**src/hw/sacc_defines.vh**
```
// timing counts, control-byte field positions and reset values for the converter control
`ifndef SACC_DEFINES_VH
`define SACC_DEFINES_VH

// system clock period in ns (25 MHz)
`define SACC_SYS_NS        40
// longest internal conversion, in us, and its cycle count (rounded down)
`define SACC_INT_MAX_US    10
`define SACC_INT_MAX_CYC   ((`SACC_INT_MAX_US * 1000) / `SACC_SYS_NS)
// internal conversion uses 13 slots: 12 decisions plus margin
`define SACC_INT_SLOTS     13
`define SACC_INT_STEP_CYC  (`SACC_INT_MAX_CYC / `SACC_INT_SLOTS)
// power-on internal reset time in us and its cycle count (rounded up)
`define SACC_POR_US        100
`define SACC_POR_CYC       ((`SACC_POR_US * 1000 + `SACC_SYS_NS - 1) / `SACC_SYS_NS)

// control-byte field positions
`define SACC_CB_START      7
`define SACC_CB_SEL_HI     6
`define SACC_CB_SEL_LO     4
`define SACC_CB_UNI        3
`define SACC_CB_SGL        2
`define SACC_CB_PWR_UPPER  1
`define SACC_CB_PWR_LOWER  0

// result width, last decision count, count at which result bit five is out
`define SACC_RES_BITS      12
`define SACC_EXT_LAST      4'hc
`define SACC_B5_CNT        4'h7
// control-byte bit count at which the last three bits start arriving
`define SACC_ACQ_CNT       3'h5

// reset values
`define SACC_RST_STROBE    1'b1
`define SACC_RST_EXTMODE   1'b0
`define SACC_RST_SHIFT     12'h000

`endif

```
**src/hw/sacc_buf.v**
```verilog
// two-entry result buffer with valid/ready on both sides
`timescale 1ns/100ps
module sacc_buf #(
  parameter WIDTH = 12
) (
  input  wire             mclk,
  input  wire             srst,
  input  wire             inValid,
  output wire             inReady,
  input  wire [WIDTH-1:0] inData,
  output wire             outValid,
  input  wire             outReady,
  output wire [WIDTH-1:0] outData
);
  reg [WIDTH-1:0] mem_ff [0:1];
  reg             wrPtr_ff;
  reg             rdPtr_ff;
  reg [1:0]       count_ff;
  wire            push;
  wire            pop;

  assign inReady  = (count_ff != 2'h2); // honest full
  assign outValid = (count_ff != 2'h0); // honest empty
  assign outData  = mem_ff[rdPtr_ff];
  assign push     = inValid & inReady;
  assign pop      = outValid & outReady;

  // storage and pointers
  always @(posedge mclk) begin
    if (srst) begin
      mem_ff[0] <= {WIDTH{1'b0}};
      mem_ff[1] <= {WIDTH{1'b0}};
      wrPtr_ff  <= 1'b0;
      rdPtr_ff  <= 1'b0;
      count_ff  <= 2'h0;
    end else begin
      if (push) begin
        mem_ff[wrPtr_ff] <= inData;
        wrPtr_ff         <= ~wrPtr_ff;
      end
      if (pop) begin
        rdPtr_ff <= ~rdPtr_ff;
      end
      if (push && !pop) begin
        count_ff <= count_ff + 2'h1;
      end else if (pop && !push) begin
        count_ff <= count_ff - 2'h1;
      end
    end
  end
endmodule // sacc_buf

```
**src/hw/sacc_ctrl.v**
```verilog
// serial converter conversion control: framing, clock modes, strobe, shift-out, power-down
`timescale 1ns/100ps
`include "sacc_defines.vh"
module sacc_ctrl (
  input  wire        mclk,
  input  wire        srst,
  input  wire        sclkPin,
  input  wire        csPinN,
  input  wire        dinPin,
  input  wire        hwPowerdownPinN,
  input  wire        hwPowerdownFloat,
  input  wire        compIn,
  output wire        doutO,
  output wire        doutOe,
  output wire        convStrobeO,
  output wire        convStrobeOe,
  output wire        trackHold,
  output wire [11:0] dacCode,
  output wire [2:0]  chanSel,
  output wire        unipolar,
  output wire        singleEnded,
  output wire        analogOn,
  output wire        bandgapOn,
  output wire        compExternal,
  output wire        porBusy,
  output wire        convBusy
);
  // conversion states, one-hot
  localparam [3:0] ST_IDLE = 4'h1;
  localparam [3:0] ST_EXT  = 4'h2;
  localparam [3:0] ST_INT  = 4'h4;
  localparam [3:0] ST_PUSH = 4'h8;
  localparam integer STEP_I    = `SACC_INT_STEP_CYC - 1;
  localparam integer POR_I     = `SACC_POR_CYC;
  localparam [4:0]   STEP_LAST = STEP_I[4:0];
  localparam [11:0]  POR_CYC   = POR_I[11:0];
  localparam [11:0]  SAR_MSB   = 12'h800;
  // synchronised pin levels
  wire        sclkLvl;
  wire        csnLvl;
  wire        dinLvl;
  wire        shdnLvl;
  wire        floatLvl;

  reg         sclkPrev_ff;
  reg         csnPrev_ff;
  reg  [3:0]  state_ff;
  reg  [7:0]  rxSr_ff;
  reg  [2:0]  rxCnt_ff;
  reg         rxActive_ff;
  reg         ctrlReady_ff;
  reg         csRefell_ff;
  reg         clkModeExt_ff;
  reg         powerModeUpper_ff;
  reg         powerModeLower_ff;
  reg  [2:0]  chanSel_ff;
  reg         unipolar_ff;
  reg         singleEnded_ff;
  reg         analogOn_ff;
  reg         bandgapOn_ff;
  reg         strobe_ff;
  reg         dout_ff;
  reg  [11:0] outSr_ff;
  reg         outFresh_ff;
  reg  [11:0] sarTrial_ff;
  reg  [11:0] sarMask_ff;
  reg  [3:0]  extCnt_ff;
  reg  [3:0]  intStep_ff;
  reg  [4:0]  tick_ff;
  reg  [11:0] porCnt_ff;

  reg  [11:0] nxt_sarTrial;
  reg  [11:0] nxt_sarMask;
  wire        sclkRise;
  wire        sclkFall;
  wire        csLow;
  wire        csFell;
  wire        hwDown;
  wire        converting;
  wire        huntOk;
  wire        useExt;
  wire        bufInReady;
  wire        bufOutValid;
  wire        bufOutReady;
  wire [11:0] bufOutData;

  sacc_sync #(.INIT(1'b0)) u_syncSclk (
    .mclk   (mclk),
    .srst   (srst),
    .pinIn  (sclkPin),
    .lvlOut (sclkLvl)
  );
  sacc_sync #(.INIT(1'b1)) u_syncCs (
    .mclk   (mclk),
    .srst   (srst),
    .pinIn  (csPinN),
    .lvlOut (csnLvl)
  );
  sacc_sync #(.INIT(1'b0)) u_syncDin (
    .mclk   (mclk),
    .srst   (srst),
    .pinIn  (dinPin),
    .lvlOut (dinLvl)
  );
  sacc_sync #(.INIT(1'b1)) u_syncShdn (
    .mclk   (mclk),
    .srst   (srst),
    .pinIn  (hwPowerdownPinN),
    .lvlOut (shdnLvl)
  );
  sacc_sync #(.INIT(1'b0)) u_syncFloat (
    .mclk   (mclk),
    .srst   (srst),
    .pinIn  (hwPowerdownFloat),
    .lvlOut (floatLvl)
  );

  // internal-mode results queue here until the shift register takes them
  sacc_buf #(.WIDTH(`SACC_RES_BITS)) u_resBuf (
    .mclk     (mclk),
    .srst     (srst),
    .inValid  (state_ff == ST_PUSH),
    .inReady  (bufInReady),
    .inData   (sarTrial_ff),
    .outValid (bufOutValid),
    .outReady (bufOutReady),
    .outData  (bufOutData)
  );

  // shift-clock and chip-select edges seen on the system clock
  assign sclkRise   = sclkLvl & ~sclkPrev_ff;
  assign sclkFall   = ~sclkLvl & sclkPrev_ff;
  assign csLow      = ~csnLvl;
  assign csFell     = ~csnLvl & csnPrev_ff;
  assign hwDown     = ~shdnLvl & ~floatLvl; // driven low, not floating
  assign converting = (state_ff != ST_IDLE);
  // start bit allowed when idle, after bit five is out, or after a fresh chip select
  assign huntOk     = !converting || csRefell_ff ||
                      ((state_ff == ST_EXT) && (extCnt_ff >= `SACC_B5_CNT));
  // upper power bit set picks the clock mode, otherwise the previous mode is kept
  assign useExt     = rxSr_ff[`SACC_CB_PWR_UPPER] ? rxSr_ff[`SACC_CB_PWR_LOWER]
                                                  : clkModeExt_ff;
  // take a new result only when the last one has started shifting and no edge collides
  assign bufOutReady = ~outFresh_ff & ~sclkFall;

  // one successive-approximation decision on the comparator
  always @* begin
    nxt_sarMask  = sarMask_ff >> 1;
    nxt_sarTrial = (compIn ? sarTrial_ff : (sarTrial_ff & ~sarMask_ff)) | nxt_sarMask;
  end

  // framing, conversion sequencing, shift-out and power control
  always @(posedge mclk) begin
    if (srst) begin
      sclkPrev_ff       <= 1'b0;
      csnPrev_ff        <= 1'b1;
      state_ff          <= ST_IDLE;
      rxSr_ff           <= 8'h00;
      rxCnt_ff          <= 3'h0;
      rxActive_ff       <= 1'b0;
      ctrlReady_ff      <= 1'b0;
      csRefell_ff       <= 1'b0;
      clkModeExt_ff     <= `SACC_RST_EXTMODE;
      powerModeUpper_ff <= 1'b1;
      powerModeLower_ff <= 1'b0;
      chanSel_ff        <= 3'h0;
      unipolar_ff       <= 1'b0;
      singleEnded_ff    <= 1'b0;
      analogOn_ff       <= 1'b1;
      bandgapOn_ff      <= 1'b1;
      strobe_ff         <= `SACC_RST_STROBE;
      dout_ff           <= 1'b0;
      outSr_ff          <= `SACC_RST_SHIFT;
      outFresh_ff       <= 1'b0;
      sarTrial_ff       <= 12'h000;
      sarMask_ff        <= 12'h000;
      extCnt_ff         <= 4'h0;
      intStep_ff        <= 4'h0;
      tick_ff           <= 5'h00;
      porCnt_ff         <= POR_CYC;
    end else begin
      sclkPrev_ff <= sclkLvl;
      csnPrev_ff  <= csnLvl;
      if (porCnt_ff != 12'h000) begin
        porCnt_ff <= porCnt_ff - 12'h001;
      end
      // a new chip-select fall re-arms start-bit hunting during a conversion
      if (csFell && converting) begin
        csRefell_ff <= 1'b1;
      end
      // external mode: strobe drives low again after chip select returns
      if (csFell && clkModeExt_ff && state_ff != ST_EXT) begin
        strobe_ff <= 1'b0;
      end
      // control-byte reception on rising edges, blocked while chip select is high
      if (sclkRise && csLow && !hwDown) begin
        if (rxActive_ff) begin
          rxSr_ff  <= {rxSr_ff[6:0], dinLvl};
          rxCnt_ff <= rxCnt_ff + 3'h1;
          if (rxCnt_ff == 3'h7) begin
            rxActive_ff  <= 1'b0;
            ctrlReady_ff <= 1'b1;
          end
        end else if (huntOk && dinLvl) begin
          rxActive_ff  <= 1'b1;
          rxSr_ff      <= 8'h01;
          rxCnt_ff     <= 3'h1;
          analogOn_ff  <= 1'b1;
          bandgapOn_ff <= 1'b1;
          csRefell_ff  <= csFell & converting; // a same-cycle fall is kept
          if (converting) begin
            state_ff  <= ST_IDLE;
            strobe_ff <= clkModeExt_ff ? 1'b0 : 1'b1;
          end
        end
      end
      // falling edges: conversion start, external decisions, or result shift-out
      if (sclkFall && !hwDown) begin
        if (ctrlReady_ff) begin
          ctrlReady_ff <= 1'b0;
          chanSel_ff     <= rxSr_ff[`SACC_CB_SEL_HI:`SACC_CB_SEL_LO];
          unipolar_ff    <= rxSr_ff[`SACC_CB_UNI];
          singleEnded_ff <= rxSr_ff[`SACC_CB_SGL];
          powerModeUpper_ff <= rxSr_ff[`SACC_CB_PWR_UPPER];
          powerModeLower_ff <= rxSr_ff[`SACC_CB_PWR_LOWER];
          clkModeExt_ff  <= useExt;
          sarTrial_ff    <= SAR_MSB;
          sarMask_ff     <= SAR_MSB;
          csRefell_ff    <= csFell & converting; // a same-cycle fall is kept
          if (useExt) begin
            state_ff  <= ST_EXT;
            strobe_ff <= 1'b1;
            dout_ff   <= 1'b0;
            extCnt_ff <= 4'h0;
            outSr_ff  <= 12'h000;
          end else begin
            state_ff   <= ST_INT;
            strobe_ff  <= 1'b0;
            tick_ff    <= 5'h00;
            intStep_ff <= 4'h0;
          end
        end else if (state_ff == ST_EXT) begin
          strobe_ff   <= 1'b0;
          extCnt_ff   <= extCnt_ff + 4'h1;
          sarTrial_ff <= nxt_sarTrial;
          sarMask_ff  <= nxt_sarMask;
          dout_ff     <= compIn;
          if (extCnt_ff == `SACC_EXT_LAST - 4'h1) begin
            state_ff <= ST_IDLE;
            if (!powerModeUpper_ff) begin
              analogOn_ff  <= 1'b0;
              bandgapOn_ff <= powerModeLower_ff;
            end
          end
        end else if (csLow) begin
          dout_ff     <= outSr_ff[11];
          outSr_ff    <= {outSr_ff[10:0], 1'b0};
          outFresh_ff <= 1'b0;
        end
      end
      // internal conversion runs on its own tick, regardless of chip select
      if (state_ff == ST_INT && !hwDown) begin
        if (tick_ff == STEP_LAST) begin
          tick_ff     <= 5'h00;
          sarTrial_ff <= nxt_sarTrial;
          sarMask_ff  <= nxt_sarMask;
          intStep_ff  <= intStep_ff + 4'h1;
          if (intStep_ff == `SACC_EXT_LAST - 4'h1) begin
            state_ff <= ST_PUSH;
          end
        end else begin
          tick_ff <= tick_ff + 5'h01;
        end
      end
      // result into the buffer; strobe rises when it is held
      if (state_ff == ST_PUSH && bufInReady && !hwDown) begin
        state_ff  <= ST_IDLE;
        strobe_ff <= 1'b1;
        if (!powerModeUpper_ff) begin
          analogOn_ff  <= 1'b0;
          bandgapOn_ff <= powerModeLower_ff;
        end
      end
      // load the next held result for shifting
      if (bufOutValid && bufOutReady) begin
        outSr_ff    <= bufOutData;
        outFresh_ff <= 1'b1;
      end
      // hardware shutdown abandons conversion and control-byte reception at once; held results stay queued
      if (hwDown) begin
        state_ff     <= ST_IDLE;
        rxActive_ff  <= 1'b0;
        ctrlReady_ff <= 1'b0;
        analogOn_ff  <= 1'b0;
        bandgapOn_ff <= 1'b0;
        if (!clkModeExt_ff) begin
          strobe_ff <= 1'b1;
        end
      end
    end
  end

  // pad drives: data floats with chip select high; strobe only floats in external mode
  assign doutO        = dout_ff;
  assign doutOe       = csLow;
  assign convStrobeO  = strobe_ff;
  assign convStrobeOe = clkModeExt_ff ? csLow : 1'b1;
  assign trackHold    = rxActive_ff && (rxCnt_ff >= `SACC_ACQ_CNT);
  assign dacCode      = sarTrial_ff;
  assign chanSel      = chanSel_ff;
  assign unipolar     = unipolar_ff;
  assign singleEnded  = singleEnded_ff;
  assign analogOn     = analogOn_ff;
  assign bandgapOn    = bandgapOn_ff;
  assign compExternal = floatLvl;
  assign porBusy      = (porCnt_ff != 12'h000);
  assign convBusy     = converting;
endmodule // sacc_ctrl

```
**src/hw/sacc_sync.v**
```verilog
// three-stage pin synchroniser with agreement filter
`timescale 1ns/100ps
module sacc_sync #(
  parameter INIT = 1'b0
) (
  input  wire mclk,
  input  wire srst,
  input  wire pinIn,
  output wire lvlOut
);
  reg stage1_ff;
  reg stage2_ff;
  reg stage3_ff;
  reg level_ff;

  // first stage feeds only the second; the level moves once stages two and three agree
  always @(posedge mclk) begin
    if (srst) begin
      stage1_ff <= INIT;
      stage2_ff <= INIT;
      stage3_ff <= INIT;
      level_ff  <= INIT;
    end else begin
      stage1_ff <= pinIn;
      stage2_ff <= stage1_ff;
      stage3_ff <= stage2_ff;
      if (stage2_ff == stage3_ff) begin
        level_ff <= stage3_ff;
      end
    end
  end

  assign lvlOut = level_ff;
endmodule // sacc_sync

```
**config.mk**
```make
export PLATFORM = sky130hd
export DESIGN_NAME = sacc_ctrl
export DESIGN_NICKNAME = d
export VERILOG_FILES = /design/src/hw/sacc_buf.v /design/src/hw/sacc_ctrl.v /design/src/hw/sacc_sync.v
export VERILOG_INCLUDE_DIRS = /design/src /design/src/hw
export SDC_FILE = /design/constraint.sdc
export NUM_CORES = 1
export LEC_CHECK = 0
export BUFFER_PORTS_ARGS = -buffer_cell sky130_fd_sc_hd__buf_4
export CAP_MARGIN = 20
export CORE_ASPECT_RATIO = 2
export CORE_UTILIZATION = 40
export DETAILED_ROUTE_END_ITERATION = 12
export HOLD_SLACK_MARGIN = 0.15
export SLEW_MARGIN = 30
export SYNTH_ARGS = -nofsm -noshare
export SYNTH_HDL_FRONTEND = slang
export SYNTH_SLANG_ARGS = --single-unit
```
**constraint.sdc**
```tcl
create_clock -name mclk -period 2.55 [get_ports mclk]
set_clock_uncertainty 0.05 [all_clocks]
set_input_delay 0.1275 -clock mclk [delete_from_list [all_inputs] [get_ports mclk]]
set_output_delay 0.1275 -clock mclk [all_outputs]
set_load 0.05 [all_outputs]
```
==> results of run 1 <==
[metal layers]
metal	wire, um	vias to the layer above	part of all wire [%]	GRT usage, %
met4	597	0	4.0	11.4
li1	-	2538	-	-
met2	8030	116	54	35.7
met1	5800	2450	39	18.9
met3	470	30	3.2	4.20
met5	0	-	0	0
[worst paths after layout]
path,from,endpoint,slack (ns),depth (start not counted)
hold / removal,u_syncCs.stage1_ff$_SDFF_PP1_,u_syncCs.stage2_ff$_SDFF_PP1_,0.36,1
setup reg to reg,state_ff[3]$_SDFF_PP0_,u_resBuf.mem_ff[1][4]$_SDFFCE_PN0P_,0.32,4
setup / recovery,porCnt_ff[0]$_SDFFE_PP0P_,porBusy,0.20,6
hold reg to reg,u_syncCs.stage1_ff$_SDFF_PP1_,u_syncCs.stage2_ff$_SDFF_PP1_,0.36,1
[worst reg2reg max path, cell delays in order (launching register included)]
cell and delay [ns]:
dfxtp_1 0.50, nor4b_1 0.41, nand2_1 0.31, nor3b_1 0.31, or2_2 0.33
[logic make-up (layout without fill, tap and decap cells)]
kind of cell | count (synthesis) | in the layout | share of synthesized area [%]
muxes | 17 | 17 | 2.97
xor gates and xnor gates | 10 | 10 | 1.40
and+or+nand+nor | 278 | 278 | 24.9
AOI/OAI and AO/OA | 165 | 165 | 16.3
adders and majority gates | 9 | 9 | 1.79
buffers and inverters | 56 | 109 | 3.47
DFF | 142 | 142 | 49.1
[sequential cells by signal (all words and copies together) (netlist names), 5 cells and up, named ones only]
signal,flops
dacCode,12
outSr_ff,12
porCnt_ff,12
rxSr_ff,7
sarMask_ff,12
tick_ff,5
u_resBuf.mem_ff,24
[area by class of cell]
class	instances	area (um2)
Multi-Input combinational cell	479	2980
Fill cell	1455	7820
Sequential cell	142	3080
Tap cell	198	248
Clock inverter	14	183
Timing Repair Buffer	63	498
Inverter	14	52.6
Clock buffer	18	429
[layout by cell type, fill, tap and decap left out, types with 3 or more instances in the layout]
cell	instances
a31oi_1	8
nand4_1	17
or2_2	9
ha_1	9
a211oi_1	5
and2_1	24
xnor2_1	4
mux2_2	13
edfxtp_1	24
nand2b_1	18
dfxtp_1	118
clkbuf_16	17
nor3_1	14
and3_1	14
nand3_1	43
nand2_1	59
inv_6	6
o22ai_1	11
dlygate4sd3_1	10
o21ai_0	27
o211ai_1	10
xor2_1	6
a41oi_1	3
a21oi_1	65
inv_1	13
mux2i_1	4
nor4_1	5
or3_1	6
bufinv_16	3
nor2_1	22
or4_1	3
a22oi_1	11
buf_4	53
nor2b_1	26
[power groups by stage]
stage          clock, uW  combinational [uW]  sequential, uW
2_1_floorplan          0                 446            2510
3_3_place_gp           0                 559            2550
3_5_place_dp           0                 581            2560
4_1_cts             2630                 595            2510
5_1_grt             2720                 660            2530
6_report            2570                 592            2510
[what timing repair did]
action | in CTS | in global routing
setup endpoints to repair | 0 | 1
gates resized for setup | 0 | 1
endpoints found under the hold margin | 17 | 0
hold buffers | 10 | 0
[stage by stage]
step | setup slack [ns] | total power [uW] | cell area, um2 | utilization, %
floorplan | 0.181 | 2950 | 6280 | -
global placement | 0.404 | 3110 | 6760 | 44.2
detailed placement | 0.344 | 3140 | 6760 | 44.2
CTS | 0.100 | 5730 | 7470 | 48.8
global route | 0.0734 | 5910 | 7470 | 48.8
finish | 0.195 | 5670 | 7470 | 48.8
==> flow_summary.json, run 1 <==
{
  "clock-root-buffer": "clkbuf_16",
  "synth-seq-cells": 142,
  "dp.cells": 886,
  "grt_first_pass_wirelength_mm": 24.3,
  "via_per_inst": 5.53,
  "startpoint_type": "flip-flop",
  "later_pin_clock_latency_in_the_skew_report_ns": 0.42,
  "detail-route-antenna-nets": 0,
  "synth.top_cells.by_count": "118 x dfxtp_1, 65 x a21oi_1, 59 x nand2_1",
  "dr_total_vias": 5134,
  "power_leakage_uw": 0.00273,
  "share_of_power_burned_in_combinational_logic_pct": 10.4,
  "floorplan.die.height_um": 179,
  "clk_transition_reported_paths_ns": 0.06,
  "postSynthCellCount": 677,
  "gr-total-overflow": 0,
  "avgRoutedWirePerCell_um": 16.0,
  "timing.slew.headroom_pct": 58.5,
  "drt-initial-drc-count": 210,
  "cts_inserted_buffers": 17,
  "chipWidth_um": 90.6,
  "grt_pass1_vias": 5041,
  "crit_path_max_fanout": 8,
  "worst_stage_delay_on_the_critical_path_ns": 0.42,
  "status": "complete, no violations",
  "netlist-cell-type-count": 67,
  "worst_path_dominant_cell_family": "simple AND/OR/NAND/NOR gates",
  "grtUsageTotal_pct": 19.0,
  "floorplan.rows": 64,
  "post-synth-top-area-fraction_pct": 37.6,
  "number_of_buffers_between_clock_root_and_the_deepest_sink": 2,
  "floorplan.initialDensity_pct": 41.0,
  "crit_arrival_ns": 2.18,
  "fin_worst_hold_slack_ns": 0.364,
  "finalSetupViolations": 0,
  "synth-async-reset-ratio_pct": 0,
  "hold_class": "reg -> reg",
  "boundaryPins": 35,
  "postRouteWirelength_mm": 14.9,
  "rsz_0062_raised_after_global_routing": "no",
  "syn-mean-instance-area_um2": 9.27,
  "fin_crit_sh_pct": 92.3,
  "gpl.final_weighted_congestion": 0.842,
  "worstPathRequired_ns": 2.37,
  "p_switching_uw": 1440,
  "io_buffers": 34,
  "synth_sequential_area_ratio_pct": 49.1,
  "sequence_of_cells_on_the_critical_path": "inv_1 -> ha_1 -> nor4b_4 -> and3_2 -> inv_1 -> buf_4",
  "critical-path-slowest-cell": "nor4b_4",
  "finalNonFillerCells": 928,
  "yosys.cell_count.top_type": "dfxtp_1",
  "area_delta_synth_final_pct": 19.0,
  "synth_area_um2": 6280,
  "fin_tns_setup_ns": 0,
  "ctsHtreeMaxLevel": 4,
  "detail_route.first_pass.iterations": 5,
  "synth_fp_nets": 694,
  "drv.max_cap_violation_count": 0,
  "cp_common_cell": "inv_1",
  "design.die.area_um2": 16200,
  "worstSetupEndpointType": "output pin",
  "cts.repair_timing.setup_buffer_count": 0,
  "maxClockFrequency_ghz": 0.425,
  "share_of_cells_above_drive_strength_1_pct": 16.6,
  "synth.yosys.warnings": 0,
  "netlist.top_cell.by_area": "dfxtp_1",
  "p_int_uw": 4230,
  "synth-main-ff-cell": "dfxtp_1",
  "antennaDiodeCount": 0,
  "power.density_nw_per_um2": 759,
  "power.sequential.fraction_pct": 44.2,
  "number_of_enable_type_register_cells_in_the_synthesized_netlist": 24,
  "worst_pin_slew_ns": 0.621,
  "power_frac_clock_pct": 45.4,
  "finalCriticalPeriod_ns": 2.35,
  "switching_share_pct": 25.4,
  "final-hold-violation-count": 0,
  "post-dp-hpwl_mm": 10.4,
  "antenna_found_initial": 0,
  "clock_sinks": 142,
  "finalNetCount": 734,
  "tritoncts_clock_tree": "yes",
  "grt_max_degree": 50,
  "maximum_ir_drop_on_the_vdd_rail_uv": 481,
  "netlist_top_cells_area": "dfxtp_1 38%, edfxtp_1 11%, a21oi_1 5.2%",
  "core_area_um2": 15300,
  "critical_path.n_buffers_inverters": 3,
  "drv_slew": 0,
  "timing.setup.critical_path_class": "reg -> out",
  "drc_errors": 0
}
No activity file was read; power rests on OpenSTA's default activity.
==> inputs of run 2 (changes only) <==
--- a/config.mk
+++ b/config.mk
@@ -12,6 +12,7 @@
 export CORE_UTILIZATION = 40
 export DETAILED_ROUTE_END_ITERATION = 12
 export HOLD_SLACK_MARGIN = 0.15
+export REMOVE_ABC_BUFFERS = 1
 export SLEW_MARGIN = 30
 export SYNTH_ARGS = -nofsm -noshare
 export SYNTH_HDL_FRONTEND = slang
==> run 2 against run 1 <==
Sequential cell count stayed put. Sequential share of layout area increased by 0.14 points. Die area did not move. Critical path depth fell by 1. Global-route usage grew 0.12 points. Non-clock buffer count shrank 7. Critical path type is now reg -> reg.
==> flow_summary.json, run 2 (synthesized netlist as in run 1, its figures left out) <==
{
  "cts_inserted_buffers": 17,
  "antennaDiodeCount": 0,
  "p_int_uw": 4300,
  "r2r_cells": 5,
  "ff_to_ff_end": "state_ff[1]$_SDFF_PP0_",
  "timing.setup.critical_path_class": "reg -> reg",
  "area_delta_synth_final_pct": 18.6,
  "maxClockFrequency_ghz": 0.420,
  "number_of_buffers_between_clock_root_and_the_deepest_sink": 2,
  "ctsHtreeMaxLevel": 4,
  "later_pin_clock_latency_in_the_skew_report_ns": 0.41,
  "drt-initial-drc-count": 265,
  "postPlaceCellArea_um2": 6730,
  "core_area_um2": 15300,
  "detail-route-antenna-nets": 0,
  "startpoint_of_the_tightest_hold_check_path": "u_syncShdn.stage1_ff$_SDFF_PP1_",
  "worst_hold_path.num_cells": 1,
  "io_buffers": 34,
  "design.die.area_um2": 16200,
  "finalSetupViolations": 0,
  "detail_route.first_pass.iterations": 7,
  "stdcell_area_um2": 7450,
  "status": "complete, no violations",
  "gpl.final_weighted_congestion": 0.826,
  "drc_errors": 0,
  "drv.max_cap_violation_count": 0,
  "mostFrequentLayoutCell": "dfxtp_1",
  "clk_transition_reported_paths_ns": 0.06,
  "crit_arrival_ns": 2.60,
  "post-dp-hpwl_mm": 10.4,
  "via_per_inst": 5.54,
  "boundaryPins": 35,
  "worst_pin_slew_ns": 0.915,
  "tritoncts_clock_tree": "yes",
  "gr-total-overflow": 0,
  "switching_share_pct": 24.9,
  "worst_stage_delay_on_the_critical_path_ns": 0.66,
  "critical-path-slowest-cell": "a211oi_4",
  "finalNetCount": 727,
  "finalCriticalPeriod_ns": 2.38,
  "power_leakage_uw": 0.00270,
  "clock_sinks": 142,
  "grt_first_pass_wirelength_mm": 24.5,
  "antenna_found_initial": 0,
  "grt_max_degree": 55,
  "clock-root-buffer": "clkbuf_16",
  "power.density_nw_per_um2": 769,
  "dp.cells": 882,
  "critical_path.startpoint": "extCnt_ff[0]$_SDFFE_PP0P_",
  "postRouteWirelength_mm": 14.9,
  "share_of_cells_above_drive_strength_1_pct": 16.3,
  "drv_slew": 0,
  "grt_pass1_vias": 5022,
  "timing.slew.headroom_pct": 38.7,
  "fill_cells": 1448,
  "startpoint_type": "flip-flop",
  "final-hold-violation-count": 0,
  "power.sequential.fraction_pct": 43.8,
  "maximum_ir_drop_on_the_vdd_rail_uv": 468,
  "grtUsageTotal_pct": 19.2,
  "crit_path_max_fanout": 17,
  "flip_flop_count_of_the_largest_register_all_copies_and_words_added": 24,
  "avgRoutedWirePerCell_um": 16.2,
  "min_to": "u_syncShdn.stage2_ff$_SDFF_PP1_",
  "chipWidth_um": 90.6,
  "worstSetupEndpointType": "flip-flop",
  "rsz_0062_raised_after_global_routing": "no",
  "setup_slack_of_the_most_critical_reg_to_reg_path_ns": 0.17,
  "dr_total_vias": 5101,
  "floorplan.rows": 64,
  "cts.repair_timing.setup_buffer_count": 0,
  "fin_crit_sh_pct": 93.5,
  "power_frac_clock_pct": 46.1,
  "finalNonFillerCells": 921,
  "sequence_of_cells_on_the_critical_path": "ha_1 -> a21o_1 -> a211oi_4 -> o21ai_0 -> a2111oi_0",
  "hold_class": "reg -> reg",
  "share_of_power_burned_in_combinational_logic_pct": 10.1,
  "floorplan.die.height_um": 179,
  "p_switching_uw": 1430,
  "floorplan.initialDensity_pct": 41.0,
  "critical_path.reg2reg.startpoint": "extCnt_ff[0]$_SDFFE_PP0P_",
  "largest-register": "u_resBuf.mem_ff",
  "worstPathRequired_ns": 2.76,
  "layout.cells.most_common_list": "118 x dfxtp_1, 65 x a21oi_1, 59 x nand2_1, 49 x buf_4, 43 x nand3_1"
}
==> run 2: area by class of cell <==
type                    count  area, um2  area share [%]
flip-flops and latches    142       3080            41.4
multi-input cells         479       2990            40.2
repair buffers             56        438            5.88
clock buffers              17        425            5.71
well taps                 198        248            3.33
clock inverters            15        209            2.81
inverters                  14       52.6           0.706
==> run 2: how the worst max path moves through the flow <==
stage | endpoint | cells after the start
2_1_floorplan | u_resBuf.count_ff[1]$_SDFFE_PP0P_ | 6
3_3_place_gp | state_ff[1]$_SDFF_PP0_ | 5
3_5_place_dp | state_ff[1]$_SDFF_PP0_ | 5
4_1_cts | state_ff[1]$_SDFF_PP0_ | 5
5_1_grt | state_ff[1]$_SDFF_PP0_ | 5
6_report | state_ff[1]$_SDFF_PP0_ | 5
==> run 2: routing by layer <==
layer	track usage (%)	part of all wire, %	vias up
li1	-	-	2526
met1	19.5	39	2457
met2	35.7	55	88
met3	3.60	2.5	30
met4	11.9	4.0	0
met5	0	0	-
==> run 2: what timing repair did <==
action / in CTS / in global routing
hold buffers: 7 / 0
pin swaps: 0 / 1
endpoints found under the setup margin: 1 / 1
hold endpoints to repair: 18 / 0
resized for setup: 1 / 0
==> run 2: worst max-delay path: cells and delay by family, from the launching register on <==
kind,cells,cell delay [ns]
flip-flops,1,0.34
adder cells (fa/ha/maj),1,0.22
AO/OA/AOI/OAI,4,1.62
==> run 2: power by group through the flow <==
stage / clock network, uW / logic [uW] / registers, uW
6_report: 2640 / 581 / 2510
3_3_place_gp: 0 / 546 / 2550
4_1_cts: 2680 / 589 / 2510
5_1_grt: 2790 / 645 / 2520
2_1_floorplan: 0 / 388 / 2530
3_5_place_dp: 0 / 576 / 2560
==> run 2: through the flow <==
step                      setup WS, ns  hold slack [ns]  TNS, ns  total power [uW]  util [%]
after floorplan                 -0.238            0.147   -0.246              2910         -
after global placement           0.153            0.267        0              3090      44.0
after detailed placement       -0.0546            0.265  -0.0546              3130      44.0
after CTS                        0.168            0.362        0              5780      48.6
after global routing            0.0115            0.383        0              5960      48.7
final                            0.167            0.358        0              5730      48.7
